## src/rtl/shutoff_pkg.sv

```systemverilog
/*
  constants, field layouts and reset values shared by the emergency shutoff block
  assumes a 10 mhz peripheral clock and a 32-bit ahb-lite register bus
*/
package shutoff_pkg;
  // pin numbering of the sixteen controlled timer outputs
  // 0..3 ch0 a..d, 4 ch3 b, 5 ch3 d, 6..9 ch4 a..d, 10 ch6 b, 11 ch6 d, 12..15 ch7 a..d
  localparam int NUM_PINS = 16;
  localparam int NUM_FAULTS = 5; // fault inputs 0, 4, 8, 10, 11
  localparam int NUM_PAIRS = 6; // 3b/3d 4a/4c 4b/4d 6b/6d 7a/7c 7b/7d
  // pin index of the two members of each complementary pair
  localparam logic [5:0][3:0] PAIR_A = {4'hd, 4'hc, 4'ha, 4'h7, 4'h6, 4'h4};
  localparam logic [5:0][3:0] PAIR_B = {4'hf, 4'he, 4'hb, 4'h9, 4'h8, 4'h5};
  // pins hit by each software request bit
  localparam logic [15:0] SW_CH0_MASK = 16'h000f;
  localparam logic [15:0] SW_CH34_MASK = 16'h03f0;
  localparam logic [15:0] SW_CH67_MASK = 16'hfc00;
  // byte offsets on the register bus
  localparam logic [4:0][7:0] FICS_OFS = {8'h10, 8'h0c, 8'h08, 8'h04, 8'h00};
  localparam logic [7:0] OCS_OFS = 8'h14; // output compare status 2
  localparam logic [7:0] ALV_OFS = 8'h18; // active level config
  localparam logic [7:0] SWR_OFS = 8'h1c; // software shutdown request
  localparam logic [7:0] CH0E_OFS = 8'h20; // channel 0 pin enable
  localparam logic [7:0] PAIRE_OFS = 8'h24; // complementary pair enable
  localparam logic [7:0] OSC_OFS = 8'h28; // oscillator stop control/status
  // fields shared by fault, compare and oscillator status registers
  localparam int MODE_LSB = 0;
  localparam int IRQ_EN_BIT = 8;
  localparam int HIZ_EN_BIT = 9;
  localparam int FLAG_BIT = 12;
  // software request bits
  localparam int SW_CH34_BIT = 0;
  localparam int SW_CH67_BIT = 1;
  localparam int SW_CH0_BIT = 2;
  // bit of each pair in the pair enable register, pair order as PAIR_A
  localparam logic [5:0][3:0] PAIR_EN_BIT = {4'h0, 4'h1, 4'h2, 4'h8, 4'h9, 4'ha};
  // detection modes
  typedef enum logic [1:0] {
    DET_EDGE = 2'b00,
    DET_DIV8 = 2'b01,
    DET_DIV16 = 2'b10,
    DET_DIV128 = 2'b11
  } det_mode_t;
  localparam logic [4:0] LEVEL_SAMPLES = 5'h10; // consecutive low samples needed
  localparam logic [6:0] PRESC_RESET = 7'h00;
  localparam logic [15:0] REG_RESET = 16'h0000;
endpackage : shutoff_pkg

```

## src/rtl/fault_if.sv

```systemverilog
/*
  carrier between the shutoff controller and one fault input qualifier
  assumes the controller drives mode, sample ticks and the raw pin
*/
`timescale 1ns/1ps
`default_nettype none
interface fault_if;
  import shutoff_pkg::*;
  logic fault_n; // raw fault pin, low means fault
  det_mode_t mode; // edge or sampled low level
  logic tick8; // one pulse every 8 clocks
  logic tick16; // one pulse every 16 clocks
  logic tick128; // one pulse every 128 clocks
  logic hit; // qualified detection
  modport ctrl (output fault_n, output mode, output tick8, output tick16,
                output tick128, input hit);
  modport filt (input fault_n, input mode, input tick8, input tick16,
                input tick128, output hit);
endinterface : fault_if
`default_nettype wire

```

## src/rtl/fault_qualifier.sv

```systemverilog
/*
  qualifies one active-low fault input by falling edge or by 16 low samples
  assumes the fault pin is synchronous to clk
*/
`timescale 1ns/1ps
`default_nettype none
module fault_qualifier
  import shutoff_pkg::*;
(
  input wire logic clk,
  input wire logic arst_n,
  fault_if.filt fi
);
  typedef struct packed {
    logic prev; // pin value one clock ago
    logic [4:0] cnt; // consecutive low samples
    logic hit; // registered detection
  } fq_state_t;
  fq_state_t s_reg;
  fq_state_t s_next;
  logic tick; // sample strobe of the chosen rate

  // next state: edge detector or saturating low-sample counter
  always_comb
  begin
    s_next = s_reg;
    s_next.prev = fi.fault_n;
    case (fi.mode)
      DET_DIV8: tick = fi.tick8;
      DET_DIV16: tick = fi.tick16;
      DET_DIV128: tick = fi.tick128;
      default: tick = 1'b0;
    endcase
    if (fi.mode == DET_EDGE)
    begin
      // falling edge gives a one-clock hit
      s_next.cnt = 5'h00;
      s_next.hit = s_reg.prev & ~fi.fault_n;
    end
    else
    begin
      if (tick && !fi.fault_n && s_reg.cnt != LEVEL_SAMPLES)
        s_next.cnt = s_reg.cnt + 5'h01;
      else if (tick && fi.fault_n)
        s_next.cnt = 5'h00;
      s_next.hit = (s_next.cnt == LEVEL_SAMPLES);
    end
  end

  // state register
  always_ff @(posedge clk or negedge arst_n)
  begin
    if (!arst_n)
      s_reg <= '{prev: 1'b1, cnt: 5'h00, hit: 1'b0};
    else
      s_reg <= s_next;
  end

  assign fi.hit = s_reg.hit;
endmodule : fault_qualifier
`default_nettype wire

```

## src/rtl/pair_compare.sv

```systemverilog
/*
  flags complementary pairs whose two outputs sit at the active level together
  assumes timer output levels are synchronous to clk
*/
`timescale 1ns/1ps
`default_nettype none
module pair_compare
  import shutoff_pkg::*;
(
  input wire logic clk,
  input wire logic arst_n,
  input wire logic [15:0] level,
  input wire logic [5:0] act_high,
  output logic [5:0] hit
);
  typedef struct packed {
    logic [5:0] hit; // pair seen both active
  } pc_state_t;
  pc_state_t s_reg;
  pc_state_t s_next;

  // both members at the active level for one clock is a hit
  always_comb
  begin
    s_next = s_reg;
    for (int p = 0; p < NUM_PAIRS; p++)
      s_next.hit[p] = (level[PAIR_A[p]] == act_high[p])
                    && (level[PAIR_B[p]] == act_high[p]);
  end

  // state register
  always_ff @(posedge clk or negedge arst_n)
  begin
    if (!arst_n)
      s_reg <= '0;
    else
      s_reg <= s_next;
  end

  assign hit = s_reg.hit;
endmodule : pair_compare
`default_nettype wire

```

## src/rtl/timer_output_emergency_shutoff.sv

```systemverilog
/*
  emergency output disable for the motor timer pins, with ahb-lite registers
  assumes timer outputs, fault pins and oscillator status are synchronous to clk
*/
`timescale 1ns/1ps
`default_nettype none
module timer_output_emergency_shutoff
  import shutoff_pkg::*;
(
  input wire logic clk,
  input wire logic arst_n,
  // ahb-lite slave
  input wire logic hsel,
  input wire logic [31:0] haddr,
  input wire logic [1:0] htrans,
  input wire logic hwrite,
  input wire logic [2:0] hsize,
  input wire logic [31:0] hwdata,
  input wire logic hready,
  output logic hreadyout,
  output logic hresp,
  output logic [31:0] hrdata,
  // fault inputs 0, 4, 8, 10, 11 in that order
  input wire logic fault_in_0_n,
  input wire logic fault_in_4_n,
  input wire logic fault_in_8_n,
  input wire logic fault_in_10_n,
  input wire logic fault_in_11_n,
  // main oscillator stop report
  input wire logic osc_stopped,
  // motor_timer side of the controlled pins
  input wire logic [15:0] tmr_out,
  input wire logic [15:0] tmr_oe,
  // pin side
  output logic [15:0] pin_out,
  output logic [15:0] pin_oe,
  // interrupt request, level
  output logic irq_req
);
  typedef struct packed {
    logic [4:0][1:0] mode; // fault detection modes
    logic [4:0] f_irq_en; // fault interrupt enables
    logic [4:0] f_hiz_en; // fault float enables
    logic [4:0] f_flag; // fault detection flags
    logic [4:0] f_seen; // flag read as one since set
    logic c_irq_en; // compare interrupt enable
    logic c_hiz_en; // compare float enable
    logic c_flag; // compare detection flag
    logic c_seen; // compare flag read as one
    logic [5:0] act_high; // active level per pair, 1 = high
    logic [2:0] sw_req; // software float requests
    logic [3:0] ch0_en; // channel 0 pin enables
    logic [5:0] pair_en; // pair enables in pair order
    logic o_hiz_en; // oscillator stop float enable
    logic o_flag; // oscillator stop flag
    logic o_seen; // oscillator flag read as one
    logic [6:0] presc; // sample prescaler
    logic dph_wr; // write data phase pending
    logic [7:0] dph_addr; // address of that write
    logic [31:0] rdata; // read data for the data phase
    logic [15:0] pin_out; // registered pin level
    logic [15:0] pin_oe; // registered pin enable
  } sh_state_t;

  // all state sits in one struct
  // one always_ff registers the copy
  // so every register runs each edge
  // and none of them needs an enable
  sh_state_t s_reg;
  sh_state_t s_next;
  // one carrier per qualifier
  // ticks are shared, so all inputs
  // sample on one prescaler phase
  fault_if fif [NUM_FAULTS] ();
  logic [4:0] fault_n; // fault pins as a vector
  logic [4:0] f_hit; // qualified fault hits
  logic [5:0] pair_hit; // pairs seen both active
  logic [5:0] pair_en_now; // enabled pairs currently in conflict
  logic [15:0] hiz; // pins to float
  logic all_src; // shutdown of all enabled pins
  logic cmp_src; // shutdown of enabled complementary pins
  logic take; // accepted address phase
  logic [7:0] a_ofs; // low address byte of the address phase

  assign fault_n = {fault_in_11_n, fault_in_10_n, fault_in_8_n, fault_in_4_n, fault_in_0_n};

  // prescaler is never cleared by a
  // mode write: the first sample may
  // come up to one period later
  // one qualifier per fault input
  for (genvar g = 0; g < NUM_FAULTS; g++)
  begin : g_fault
    assign fif[g].fault_n = fault_n[g];
    assign fif[g].mode = det_mode_t'(s_reg.mode[g]);
    assign fif[g].tick8 = (s_reg.presc[2:0] == 3'h7);
    assign fif[g].tick16 = (s_reg.presc[3:0] == 4'hf);
    assign fif[g].tick128 = (s_reg.presc == 7'h7f);
    assign f_hit[g] = fif[g].hit;
    fault_qualifier u_fq (
      .clk(clk),
      .arst_n(arst_n),
      .fi(fif[g])
    );
  end

  // levels only: undriven pins
  // still take part in the compare
  // complementary pair level comparison
  pair_compare u_pc (
    .clk(clk),
    .arst_n(arst_n),
    .level(tmr_out),
    .act_high(s_reg.act_high),
    .hit(pair_hit)
  );

  // a flag drops only after it was
  // read as set and zero is written
  // with its cause gone; a detection
  // in the clear cycle keeps it set
  // read-one then write-zero clear, with a new detection winning
  function automatic logic next_flag(input logic flag, input logic seen,
                                     input logic wr, input logic wbit,
                                     input logic cond);
    logic f;
    f = flag;
    if (wr && !wbit && seen && !cond)
      f = 1'b0;
    if (cond)
      f = 1'b1;
    return f;
  endfunction : next_flag

  // one field layout for fault,
  // compare and oscillator status
  // common layout of a detection control/status register
  function automatic logic [31:0] pack_stat(input logic [1:0] mode, input logic irq_en,
                                            input logic hiz_en, input logic flag);
    logic [31:0] v;
    v = 32'h0000_0000;
    v[MODE_LSB +: 2] = mode;
    v[IRQ_EN_BIT] = irq_en;
    v[HIZ_EN_BIT] = hiz_en;
    v[FLAG_BIT] = flag;
    return v;
  endfunction : pack_stat

  // reads use the next state, so a
  // read after a write sees it
  // register read mux, unmapped addresses read zero
  function automatic logic [31:0] read_reg(input sh_state_t st, input logic [7:0] ofs);
    logic [31:0] v;
    v = 32'h0000_0000;
    for (int i = 0; i < NUM_FAULTS; i++)
      if (ofs == FICS_OFS[i])
        v = pack_stat(st.mode[i], st.f_irq_en[i], st.f_hiz_en[i], st.f_flag[i]);
    case (ofs)
      OCS_OFS: v = pack_stat(2'b00, st.c_irq_en, st.c_hiz_en, st.c_flag);
      ALV_OFS: v[5:0] = st.act_high;
      SWR_OFS: v[2:0] = st.sw_req;
      CH0E_OFS: v[3:0] = st.ch0_en;
      PAIRE_OFS:
      begin
        for (int p = 0; p < NUM_PAIRS; p++)
          v[PAIR_EN_BIT[p]] = st.pair_en[p];
      end
      OSC_OFS: v = pack_stat(2'b00, 1'b0, st.o_hiz_en, st.o_flag);
      default: v = v;
    endcase
    return v;
  endfunction : read_reg

  // faults and oscillator stop only
  // float pins whose enable is set;
  // a pair overlap floats enabled
  // pairs only; software requests
  // float whole channel groups
  // the map reaches the pins only
  // through a register: no glitches
  // float sources and per-pin float map
  always_comb
  begin
    all_src = |(s_reg.f_flag & s_reg.f_hiz_en)
            | (s_reg.o_flag & s_reg.o_hiz_en);
    cmp_src = s_reg.c_flag & s_reg.c_hiz_en;
    hiz = 16'h0000;
    // channel 0 pins follow their own enables
    for (int i = 0; i < 4; i++)
      hiz[i] = all_src & s_reg.ch0_en[i];
    // complementary pins follow their pair enable
    for (int p = 0; p < NUM_PAIRS; p++)
    begin
      hiz[PAIR_A[p]] = (all_src | cmp_src) & s_reg.pair_en[p];
      hiz[PAIR_B[p]] = (all_src | cmp_src) & s_reg.pair_en[p];
    end
    // software requests act on whole channel groups
    if (s_reg.sw_req[SW_CH0_BIT])
      hiz = hiz | SW_CH0_MASK;
    if (s_reg.sw_req[SW_CH34_BIT])
      hiz = hiz | SW_CH34_MASK;
    if (s_reg.sw_req[SW_CH67_BIT])
      hiz = hiz | SW_CH67_MASK;
  end

  // enabled pairs in overlap
  assign pair_en_now = pair_hit & s_reg.pair_en;
  assign take = hsel && htrans[1] && hready;
  assign a_ofs = haddr[7:0];

  // address phase taken with hready
  // high; a write lands at the end of
  // its data phase; a read answers
  // from the edge taking its address
  // so no wait state is ever needed
  // next state: write data phase, detections, read data, pins
  always_comb
  begin
    s_next = s_reg;
    s_next.presc = s_reg.presc + 7'h01;
    // the written flag bit only takes
    // part in the clear protocol
    // fault input registers
    for (int i = 0; i < NUM_FAULTS; i++)
    begin
      if (s_reg.dph_wr && s_reg.dph_addr == FICS_OFS[i])
      begin
        s_next.mode[i] = hwdata[MODE_LSB +: 2];
        s_next.f_irq_en[i] = hwdata[IRQ_EN_BIT];
        s_next.f_hiz_en[i] = hwdata[HIZ_EN_BIT];
      end
      s_next.f_flag[i] = next_flag(s_reg.f_flag[i], s_reg.f_seen[i],
                                   s_reg.dph_wr && s_reg.dph_addr == FICS_OFS[i],
                                   hwdata[FLAG_BIT], f_hit[i]);
      if (!s_next.f_flag[i])
        s_next.f_seen[i] = 1'b0;
    end
    // any enabled pair in overlap sets it
    // output compare status
    if (s_reg.dph_wr && s_reg.dph_addr == OCS_OFS)
    begin
      s_next.c_irq_en = hwdata[IRQ_EN_BIT];
      s_next.c_hiz_en = hwdata[HIZ_EN_BIT];
    end
    s_next.c_flag = next_flag(s_reg.c_flag, s_reg.c_seen,
                              s_reg.dph_wr && s_reg.dph_addr == OCS_OFS,
                              hwdata[FLAG_BIT], |pair_en_now);
    if (!s_next.c_flag)
      s_next.c_seen = 1'b0;
    // sets whatever its enable says
    // oscillator stop status
    if (s_reg.dph_wr && s_reg.dph_addr == OSC_OFS)
      s_next.o_hiz_en = hwdata[HIZ_EN_BIT];
    s_next.o_flag = next_flag(s_reg.o_flag, s_reg.o_seen,
                              s_reg.dph_wr && s_reg.dph_addr == OSC_OFS,
                              hwdata[FLAG_BIT], osc_stopped);
    if (!s_next.o_flag)
      s_next.o_seen = 1'b0;
    // requests stay until zero is written
    // plain control registers
    if (s_reg.dph_wr)
    begin
      case (s_reg.dph_addr)
        ALV_OFS: s_next.act_high = hwdata[5:0];
        SWR_OFS: s_next.sw_req = hwdata[2:0];
        CH0E_OFS: s_next.ch0_en = hwdata[3:0];
        PAIRE_OFS:
        begin
          for (int p = 0; p < NUM_PAIRS; p++)
            s_next.pair_en[p] = hwdata[PAIR_EN_BIT[p]];
        end
        default: s_next.act_high = s_next.act_high;
      endcase
    end
    // reading a set flag arms its clear
    // address phase: latch writes, prepare reads from the updated state
    s_next.dph_wr = take && hwrite;
    s_next.dph_addr = a_ofs;
    if (take && !hwrite)
    begin
      s_next.rdata = read_reg(s_next, a_ofs);
      // a flag read as one arms its clear
      for (int i = 0; i < NUM_FAULTS; i++)
        if (a_ofs == FICS_OFS[i] && s_next.f_flag[i])
          s_next.f_seen[i] = 1'b1;
      if (a_ofs == OCS_OFS && s_next.c_flag)
        s_next.c_seen = 1'b1;
      if (a_ofs == OSC_OFS && s_next.o_flag)
        s_next.o_seen = 1'b1;
    end
    // pins lag the timer by a clock;
    // a float decided now shows at
    // the next edge
    // pins: timer drive passes through unless floated
    s_next.pin_out = tmr_out;
    s_next.pin_oe = tmr_oe & ~hiz;
  end

  // reset clears the pin enables,
  // so pins float until the first
  // edge after release
  // state register
  always_ff @(posedge clk or negedge arst_n)
  begin
    if (!arst_n)
    begin
      s_reg <= '0;
      s_reg.presc <= PRESC_RESET;
      s_reg.pin_out <= REG_RESET;
      s_reg.pin_oe <= REG_RESET;
    end
    else
      s_reg <= s_next;
  end

  // unmapped writes are dropped,
  // unmapped reads return zero,
  // no transfer is ever refused
  // zero-wait slave, always okay
  assign hreadyout = 1'b1;
  assign hresp = 1'b0;
  assign hrdata = s_reg.rdata;
  assign pin_out = s_reg.pin_out;
  assign pin_oe = s_reg.pin_oe;
  // a level that stays up while an
  // enabled flag is set; oscillator
  // stop never raises it
  // interrupt from enabled fault and compare flags
  assign irq_req = |(s_reg.f_flag & s_reg.f_irq_en) | (s_reg.c_flag & s_reg.c_irq_en);
endmodule : timer_output_emergency_shutoff
`default_nettype wire
```

## config.mk

```make
export PLATFORM = sky130hd
export DESIGN_NAME = timer_output_emergency_shutoff
export DESIGN_NICKNAME = d
export VERILOG_FILES = /design/src/rtl/shutoff_pkg.sv /design/src/rtl/fault_if.sv /design/src/rtl/fault_qualifier.sv /design/src/rtl/pair_compare.sv /design/src/rtl/timer_output_emergency_shutoff.sv
export SDC_FILE = /design/constraint.sdc
export NUM_CORES = 1
export LEC_CHECK = 0
export BUFFER_PORTS_ARGS = -buffer_cell sky130_fd_sc_hd__buf_2
export CAP_MARGIN = 20
export CORE_ASPECT_RATIO = 1.1
export CORE_MARGIN = 2
export CORE_UTILIZATION = 45
export CTS_CLUSTER_DIAMETER = 150
export DETAILED_ROUTE_END_ITERATION = 12
export GPL_TIMING_DRIVEN = 0
export PLACE_DENSITY = 0.75
export SETUP_SLACK_MARGIN = 0.3
export SLEW_MARGIN = 20
export SYNTH_ARGS = -nofsm -noshare
export SYNTH_HDL_FRONTEND = slang
export SYNTH_SLANG_ARGS = --single-unit
```

## constraint.sdc

```tcl
create_clock -name clk -period 2.3 [get_ports clk]
set_input_delay 0.46 -clock clk [delete_from_list [all_inputs] [get_ports clk]]
set_output_delay 0.46 -clock clk [all_outputs]
set_load 0.02 [all_outputs]
```

# --- After elaboration in Yosys (flattened, before gate mapping) ---
# Cells that the tools add are included.
word_totals:
  memories: 0
  ff_bits: 177
  latchBits: 0
  output_inout_bits: 67
  mem_bits_ro: 0
  mem_bits_rw: 0
  inputBits: 112
  elab_cells: 316
op_classes:
  n_mux: 92
  n_shift: 0
  div_mod_pow: 0
  n_reduce_logical: 85
  bitwise_logic: 31
  n_lt_le_gt_ge: 0
  eq_ne: 60
  n_mul: 0
  add_sub_neg: 6
ops:
  columns: ["op", "n"]
  rows:
  - ["2-to-1 mux 32 bit", 4]
  - ["2-to-1 mux 5 bit", 16]
  - ["== test 8 x 5 -> 1 bit, second input constant", 8]
  - ["logical AND 1 bit", 60]
  - ["== test 8 x 6 -> 1 bit, second input constant", 6]
  - ["2-to-1 mux 6 bit", 7]
  - ["case mux 21 bit (2 select lines)", 1]
  - ["2-to-1 mux 1 bit", 41]
  - ["== test 8 x 4 -> 1 bit, second input constant", 4]
  - ["adder 5 x 1 -> 5 bit, second input constant", 5]
  - ["== test 5 bit, second input constant", 5]
  - ["inequality test 5 bit, second input constant", 5]
  - ["== test 2 bit, second input constant", 10]
  - ["2-to-1 mux 19 bit", 1]
  - ["AND 1 bit", 18]
  - ["case mux 1 bit (3 select lines)", 6]
  - ["AND 16 bit", 1]
  - ["== test 8 x 3 -> 1 bit, second input constant", 2]
  - ["zero test 8 bit", 2]
  - ["2-to-1 mux 16 bit", 1]
  - ["inverter 16 bit", 1]
  - ["case mux 3 bit (5 select lines)", 1]
  - ["zero test 1 bit", 14]
  - ["2-to-1 mux 2 bit", 7]
  - ["20 further kinds", 48]

# --- Depth between registers and ports, before layout ---
# Gate-level depths: netlist of the first run.
depth:
  word_depth: 13
  mapped_depth: 8
  ltp_nobuf: 8

# --- Cells and area by module ---
# A second synthesis of the first run with hierarchy kept.
unflattened:
  hier_cells: 688
  area_unflattened_um2: 7898.8
by_module_without_submodules:
  columns: ["module", "cells_per_inst", "seq_area_each_um2", "instances", "area_each_um2"]
  rows:
  - ["timer_output_emergency_shutoff", 444, 2852.7, 1, 5287.6]
  - ["fault_qualifier", 44, 176.4, 5, 474.2]
  - ["pair_compare", 24, 150.1, 1, 240.2]

# --- Least setup slack after synthesis of the first run ---
# No wires, ideal clock.
synth_timing:
  kind: "register -> register"
  startpoint: "register s_reg[67] (netlist name)"
  endpoint: "register s_reg (netlist bit hrdata[3])"
  required_time_ps: 2181
  synth_period_minus_slack_ps: 2113
  path_stages_with_launch: 7
  path_slack_ps: 187
  path_buffers: 0
  setup_ps: 119
  arrival_ps: 1994
  cell_sequence: "dfrtp_1 > nor4_2 > and4_1 > mux2_2 > nor2b_1 > a311o_1 > o21a_1"
synth_lines:
  columns: ["item", "line", "source"]
  rows:
  - ["start: declaration", "timer_output_emergency_shutoff.sv:69", "sh_state_t s_reg;"]
  - ["start signal: assignment", "timer_output_emergency_shutoff.sv:312", "s_reg <= s_next;"]

==> flow_metrics.env, run 1 <==
export IMPL_outcome="finished with violations"
export IMPL_failed_checks="negative setup slack"
export IMPL_crit_path_end_kind="flop"
export IMPL_synth_seq_area_share_pct=50.55
export IMPL_drv_slew=0
export IMPL_die_area_um2=18140
export IMPL_ant_nets=0
export IMPL_largest_reg_flops=62
export IMPL_syn_cell_area_um2=7685
export IMPL_ios=179
export IMPL_worstHoldPathCells=1
export IMPL_max_slew_margin_rel_pct=34.05
export IMPL_cap_violations=0
export IMPL_insertion_delay_ns=0.42
export IMPL_vias=6225
export IMPL_path_clk_slew_ns=0.06
export IMPL_drt_iter0_markers=763
export IMPL_ys_warn_count=0
export IMPL_cellLeakagePower_nw=4.560
export IMPL_p_per_area_nw_per_um2=682.3
export IMPL_crit_required_ns=2.56
export IMPL_fin_nets=1020
export IMPL_synth_edf_count=0
export IMPL_yosysUniqueCellTypes=70
export IMPL_via_per_inst=5.573
export IMPL_grt_pass1_vias=5944
export IMPL_cp_max_fo=4
export IMPL_root_buffer="clkbuf_16"
export IMPL_io_buffers=104
export IMPL_r2r_cells=7
export IMPL_track_usage_pct=21.38
export IMPL_hpwl_mm=13.19
export IMPL_synthFlopType="dfrtp_1"
export IMPL_finalCritPeriodShare_pct=102.4
export IMPL_tritoncts="built"
export IMPL_layout_common_cells="144 x dfrtp_1, 103 x buf_2, 97 x buf_4, 47 x nor2_1, 39 x a21oi_1"
export IMPL_min_path_type="in2reg"
export IMPL_die_y_um=141.1
export IMPL_critical_path_arrival_ns=2.62
export IMPL_rows=50
export IMPL_crit_type="reg2reg"
export IMPL_worst_pin_slew_ns=0.9866
export IMPL_cts_sinks=155
export IMPL_gp_congestion=0.8837
export IMPL_cts_htree_levels=4
export IMPL_startpoint_type="flop"
export IMPL_async_reset_ff_share_pct=100.0
export IMPL_ctsLongestPathBuffers=2
export IMPL_tns_ns=-0.1376
export IMPL_ys_ff_latch=155
export IMPL_drt_wl_total_mm=19.71
export IMPL_antenna_found_initial=0
export IMPL_final_common_cell="dfrtp_1"
export IMPL_synthCells=713
export IMPL_fmax_ghz=0.4244
export IMPL_route_detailed_drc=0
export IMPL_finalCriticalPeriod_ns=2.356
export IMPL_antenna_cells=0
export IMPL_cts_buffers=17
export IMPL_drive_above_1_share_pct=39.60
export IMPL_setup_viol=3
export IMPL_drt_pass1_iter_count=7
export IMPL_fillCellCount=1361
export IMPL_rsz0062_at_grt="true"
export IMPL_final_util_pct=58.75
export IMPL_chipWidth_um=128.6
export IMPL_grt_max_degree=97
export IMPL_start_util_pct=45.50
export IMPL_irDropWorstVdd_v=0.0004879
export IMPL_final_setup_skew_ns=0.007532
export IMPL_gr_total_overflow=0
export IMPL_grt_first_pass_wirelength_mm=30.35
export IMPL_setup_ws_ns=-0.05606
export IMPL_coreArea_um2=16890
export IMPL_final_hold_viol_count=0
export IMPL_syn_avg_cell_area_um2=10.78
export IMPL_syn_to_final_growth_pct=29.13
export IMPL_wl_per_cell_um=17.64
## synthesized netlist by cell type (all sizes together), types with 12 or more instances
| library cell | instances | share of area (%) |
|---|---|---|
| a21oi | 47 | 3.1 |
| a22oi | 17 | 1.7 |
| and2 | 22 | 1.8 |
| and3 | 12 | 0.98 |
| buf | 68 | 6.6 |
| dfrtp | 150 | 49 |
| ha | 12 | 2.0 |
| inv | 28 | 1.4 |
| mux2 | 44 | 6.5 |
| nand2 | 26 | 1.3 |
| nand3 | 39 | 2.7 |
| nor2 | 51 | 2.5 |
| nor3 | 12 | 0.93 |
| o21ai | 13 | 0.85 |
## worst max-delay path, cell delays in order (launching register included)
cell      delay [ns]
dfrtp_2         0.46
nor4b_4         0.41
nand3_2         0.20
buf_4           0.19
mux2_2          0.28
a221o_1         0.36
a31oi_2         0.23
a211oi_2        0.07
## through the flow
stage | total power [mW] | hold WS (ns) | instances | area [µm²] | setup WS, ns
detailed placement | 3.667 | 0.4120 | 1048 | 8615 | -0.4883
floorplan | 3.399 | 0.1644 | 735 | 7796 | 0.2436
CTS | 6.776 | 0.1276 | 1102 | 9604 | 0.07039
finish | 6.770 | 0.1421 | 1117 | 9923 | -0.05606
global route | 7.018 | 0.1253 | 1117 | 9923 | -0.1578
global placement | 3.644 | 0.4323 | 1047 | 8577 | -1.798
## final cells by class
class	count	area (µm²)	share of cell area, %
inverter	28	105.1	1.059
clock buffer	21	460.4	4.640
buffer	74	540.5	5.447
clock inverter	11	192.7	1.942
timing repair buffer	142	857.1	8.637
tap	208	260.3	2.623
multi-input combinational	478	3615	36.43
sequential	155	3892	39.23
## power by group
part | leakage [nW] | internal (mW) | switching, mW
Combinational | 2.32 | 0.305 | 0.389
Clock | 0.313 | 1.98 | 1.11
Sequential | 1.93 | 2.86 | 0.123
## logic make-up (layout without fill, tap and decap cells)
| group | Yosys count | in the layout | share of synthesized area (%) |
|---|---|---|---|
| simple gates | 237 | 237 | 17.96 |
| mux | 47 | 47 | 6.887 |
| other cells | 2 | 24 | 0.09772 |
| xor+xnor | 4 | 4 | 0.4560 |
| flops | 155 | 155 | 50.55 |
| fa+ha+maj | 12 | 12 | 1.954 |
| compound gates | 154 | 154 | 13.87 |
| buf+inv | 102 | 276 | 8.222 |
## layer usage
| layer | up-vias | track usage, % | wire (µm) |
|---|---|---|---|
| met4 | 0 | 9.497 | 638 |
| met1 | 3033 | 28.81 | 8187 |
| met5 | - | 0 | 0 |
| met2 | 244 | 32.95 | 9583 |
| li1 | 2891 | - | - |
| met3 | 57 | 5.161 | 1300 |
## path summary, 6_finish.rpt
check	startpoint	endpoint	slack, ns
setup / recovery	s_reg[65]	hrdata[9]	-0.06
hold / removal	fault_in_8_n	g_fault[2].u_fq.s_reg[6]	0.14
setup reg to reg	s_reg[65]	hrdata[9]	-0.06
hold reg to reg	s_reg[90]	pin_oe[1]	0.46
max in group asynchronous	arst_n	g_fault[4].u_fq.s_reg[6]	0.94
min in group asynchronous	arst_n	g_fault[1].u_fq.s_reg[1]	0.54
## repair_timing
item                                    4_1_cts  5_1_grt
hold endpoints to repair                     57        0
hold buffers                                  1        0
pin swaps                                    26       30
endpoints found under the setup margin       32       23
buffers inserted                             21       15
resized for setup                            41       45
(Power assumes the default switching activity.)
==> run 2, diff against run 1 <==
--- a/config.mk
+++ b/config.mk
@@ -12,7 +12,6 @@
 export CORE_UTILIZATION = 45
 export CTS_CLUSTER_DIAMETER = 150
 export DETAILED_ROUTE_END_ITERATION = 12
-export GPL_TIMING_DRIVEN = 0
 export PLACE_DENSITY = 0.75
 export SETUP_SLACK_MARGIN = 0.3
 export SLEW_MARGIN = 20
==> flow_metrics.env, run 2 (synthesis results as in run 1) <==
export IMPL_largest_reg_flops=62
export IMPL_path_clk_slew_ns=0.06
export IMPL_slowest_stage="dfrtp_1"
export IMPL_final_hold_viol_count=0
export IMPL_finalCriticalPeriod_ns=2.242
export IMPL_chipWidth_um=128.6
export IMPL_cellLeakagePower_nw=4.306
export IMPL_drv_slew=0
export IMPL_setup_ws_ns=0.05779
export IMPL_rr_endpoint="hrdata[1]"
export IMPL_max_slew_margin_rel_pct=63.63
export IMPL_ios=179
export IMPL_cts_htree_levels=4
export IMPL_grt_pass1_vias=5749
export IMPL_drt_wl_total_mm=18.69
export IMPL_cp_max_fo=5
export IMPL_start_util_pct=45.50
export IMPL_setup_viol=0
export IMPL_rsz0062_at_grt="true"
export IMPL_grt_max_degree=65
export IMPL_cap_violations=0
export IMPL_finalPower_mw=6.377
export IMPL_io_buffers=104
export IMPL_critical_path_arrival_ns=2.54
export IMPL_final_util_pct=55.82
export IMPL_drt_iter0_markers=527
export IMPL_coreArea_um2=16890
export IMPL_fin_area_um2=9429
export IMPL_gr_total_overflow=0
export IMPL_worst_pin_slew_ns=0.5436
export IMPL_met2_usage_pct=31.35
export IMPL_outcome="completed"
export IMPL_tns_ns=0
export IMPL_cp_common_cell="buf_6"
export IMPL_antenna_found_initial=0
export IMPL_post_place_ws_ns=-0.01844
export IMPL_fmax_ghz=0.4460
export IMPL_cts_buffers=17
export IMPL_track_usage_pct=20.63
export IMPL_min_path_type="in2reg"
export IMPL_syn_to_final_growth_pct=22.70
export IMPL_reg2reg_slack_ns=0.06
export IMPL_gp_congestion=0.8725
export IMPL_crit_required_ns=2.60
export IMPL_crit_path_end_kind="flop"
export IMPL_p_per_area_nw_per_um2=676.4
export IMPL_final_setup_skew_ns=0.005829
export IMPL_final_common_cell="dfrtp_1"
export IMPL_startpoint_type="flop"
export IMPL_cts_sinks=155
export IMPL_ctsLongestPathBuffers=2
export IMPL_r2r_cells=9
export IMPL_route_detailed_drc=0
export IMPL_tritoncts="built"
export IMPL_finalCritPeriodShare_pct=97.49
export IMPL_insertion_delay_ns=0.43
export IMPL_layout_common_cells="149 x dfrtp_1, 103 x buf_2, 57 x buf_4, 48 x nor2_1, 41 x a21oi_1"
export IMPL_root_buffer="clkbuf_16"
export IMPL_reg2reg_from="s_reg[66]"
export IMPL_met3_usage_pct=3.871
export IMPL_hpwl_mm=13.16
export IMPL_crit_type="reg2reg"
export IMPL_placed_area_um2=8361
export IMPL_cpPeakStageDelay_ns=0.41
export IMPL_worstHoldPathCells=1
export IMPL_crit_chain="buf_6 > nor4b_4 > buf_4 > buf_6 > nand3_4 > mux2_2 > a32o_1 > a32oi_1 > o211ai_1"
export IMPL_wl_per_cell_um=17.45
export IMPL_ant_nets=0
export IMPL_drt_pass1_iter_count=6
export IMPL_die_y_um=141.1
export IMPL_irDropWorstVdd_v=0.0005243
export IMPL_vias=6099
export IMPL_grt_first_pass_wirelength_mm=29.44
export IMPL_rows=50
export IMPL_via_per_inst=5.695
export IMPL_die_area_um2=18140
export IMPL_antenna_cells=0
export IMPL_drive_above_1_share_pct=34.99
export IMPL_gr_usage_met1_pct=28.91
export IMPL_grt_busiest_layer="met2"
export IMPL_whs_endpoint="pin_out[2]"
export IMPL_hp_start="tmr_out[2]"
export IMPL_fin_nets=975
run 2: layer usage:
layer | wire, µm | share of wire (%) | up-vias
li1 | - | - | 2797
met4 | 556 | 3.0 | 0
met2 | 8794 | 47 | 230
met1 | 8136 | 44 | 3024
met5 | 0 | 0 | -
met3 | 1202 | 6.4 | 48
run 2: repair_timing:
item	CTS	global route
endpoints found under the setup margin	21	18
pin swaps	16	25
hold endpoints to repair	33	0
setup buffers	7	21
resized for setup	29	34
hold buffers	1	0
run 2: worst max-delay path: cells and delay by family, from the launching register on:
| family | cells | cell delay (ns) |
|---|---|---|
| multiplexers | 1 | 0.31 |
| flip-flops | 1 | 0.41 |
| AO/OA/AOI/OAI | 3 | 0.52 |
| AND/OR/NAND/NOR | 2 | 0.44 |
| buffers and inverters | 3 | 0.44 |
run 2: metrics by stage:
stage | cells | hold WS, ns
after CTS | 1050 | 0.1295
final | 1071 | 0.1399
after detailed placement | 1011 | 0.3947
after global placement | 1011 | 0.3949
after global routing | 1071 | 0.1380
after floorplan | 735 | 0.1644
run 2: cell type report:
class	instances	area, µm²
repair buffers	171	1084
well taps	208	260.3
inverters	28	105.1
clock buffers	18	429.2
clock inverters	13	153.9
multi-input cells	478	3511
fillers	1398	7462
flip-flops and latches	155	3886
run 2: worst max path at each step:
stage | startpoint | end | slack (ns) | depth (start not counted)
floorplan | s_reg[65] | hrdata[8] | 0.24 | 6
global placement | s_reg[67] | hrdata[8] | 0.02 | 7
detailed placement | s_reg[67] | hrdata[8] | -0.02 | 7
CTS | s_reg[66] | hrdata[8] | 0.04 | 7
global route | s_reg[66] | hrdata[8] | -0.07 | 7
finish | s_reg[66] | hrdata[1] | 0.06 | 9
run 2: report_power, final:
| part | switching, mW | internal [mW] |
|---|---|---|
| clock network | 1.10 | 1.69 |
| logic | 0.379 | 0.240 |
| registers | 0.109 | 2.86 |
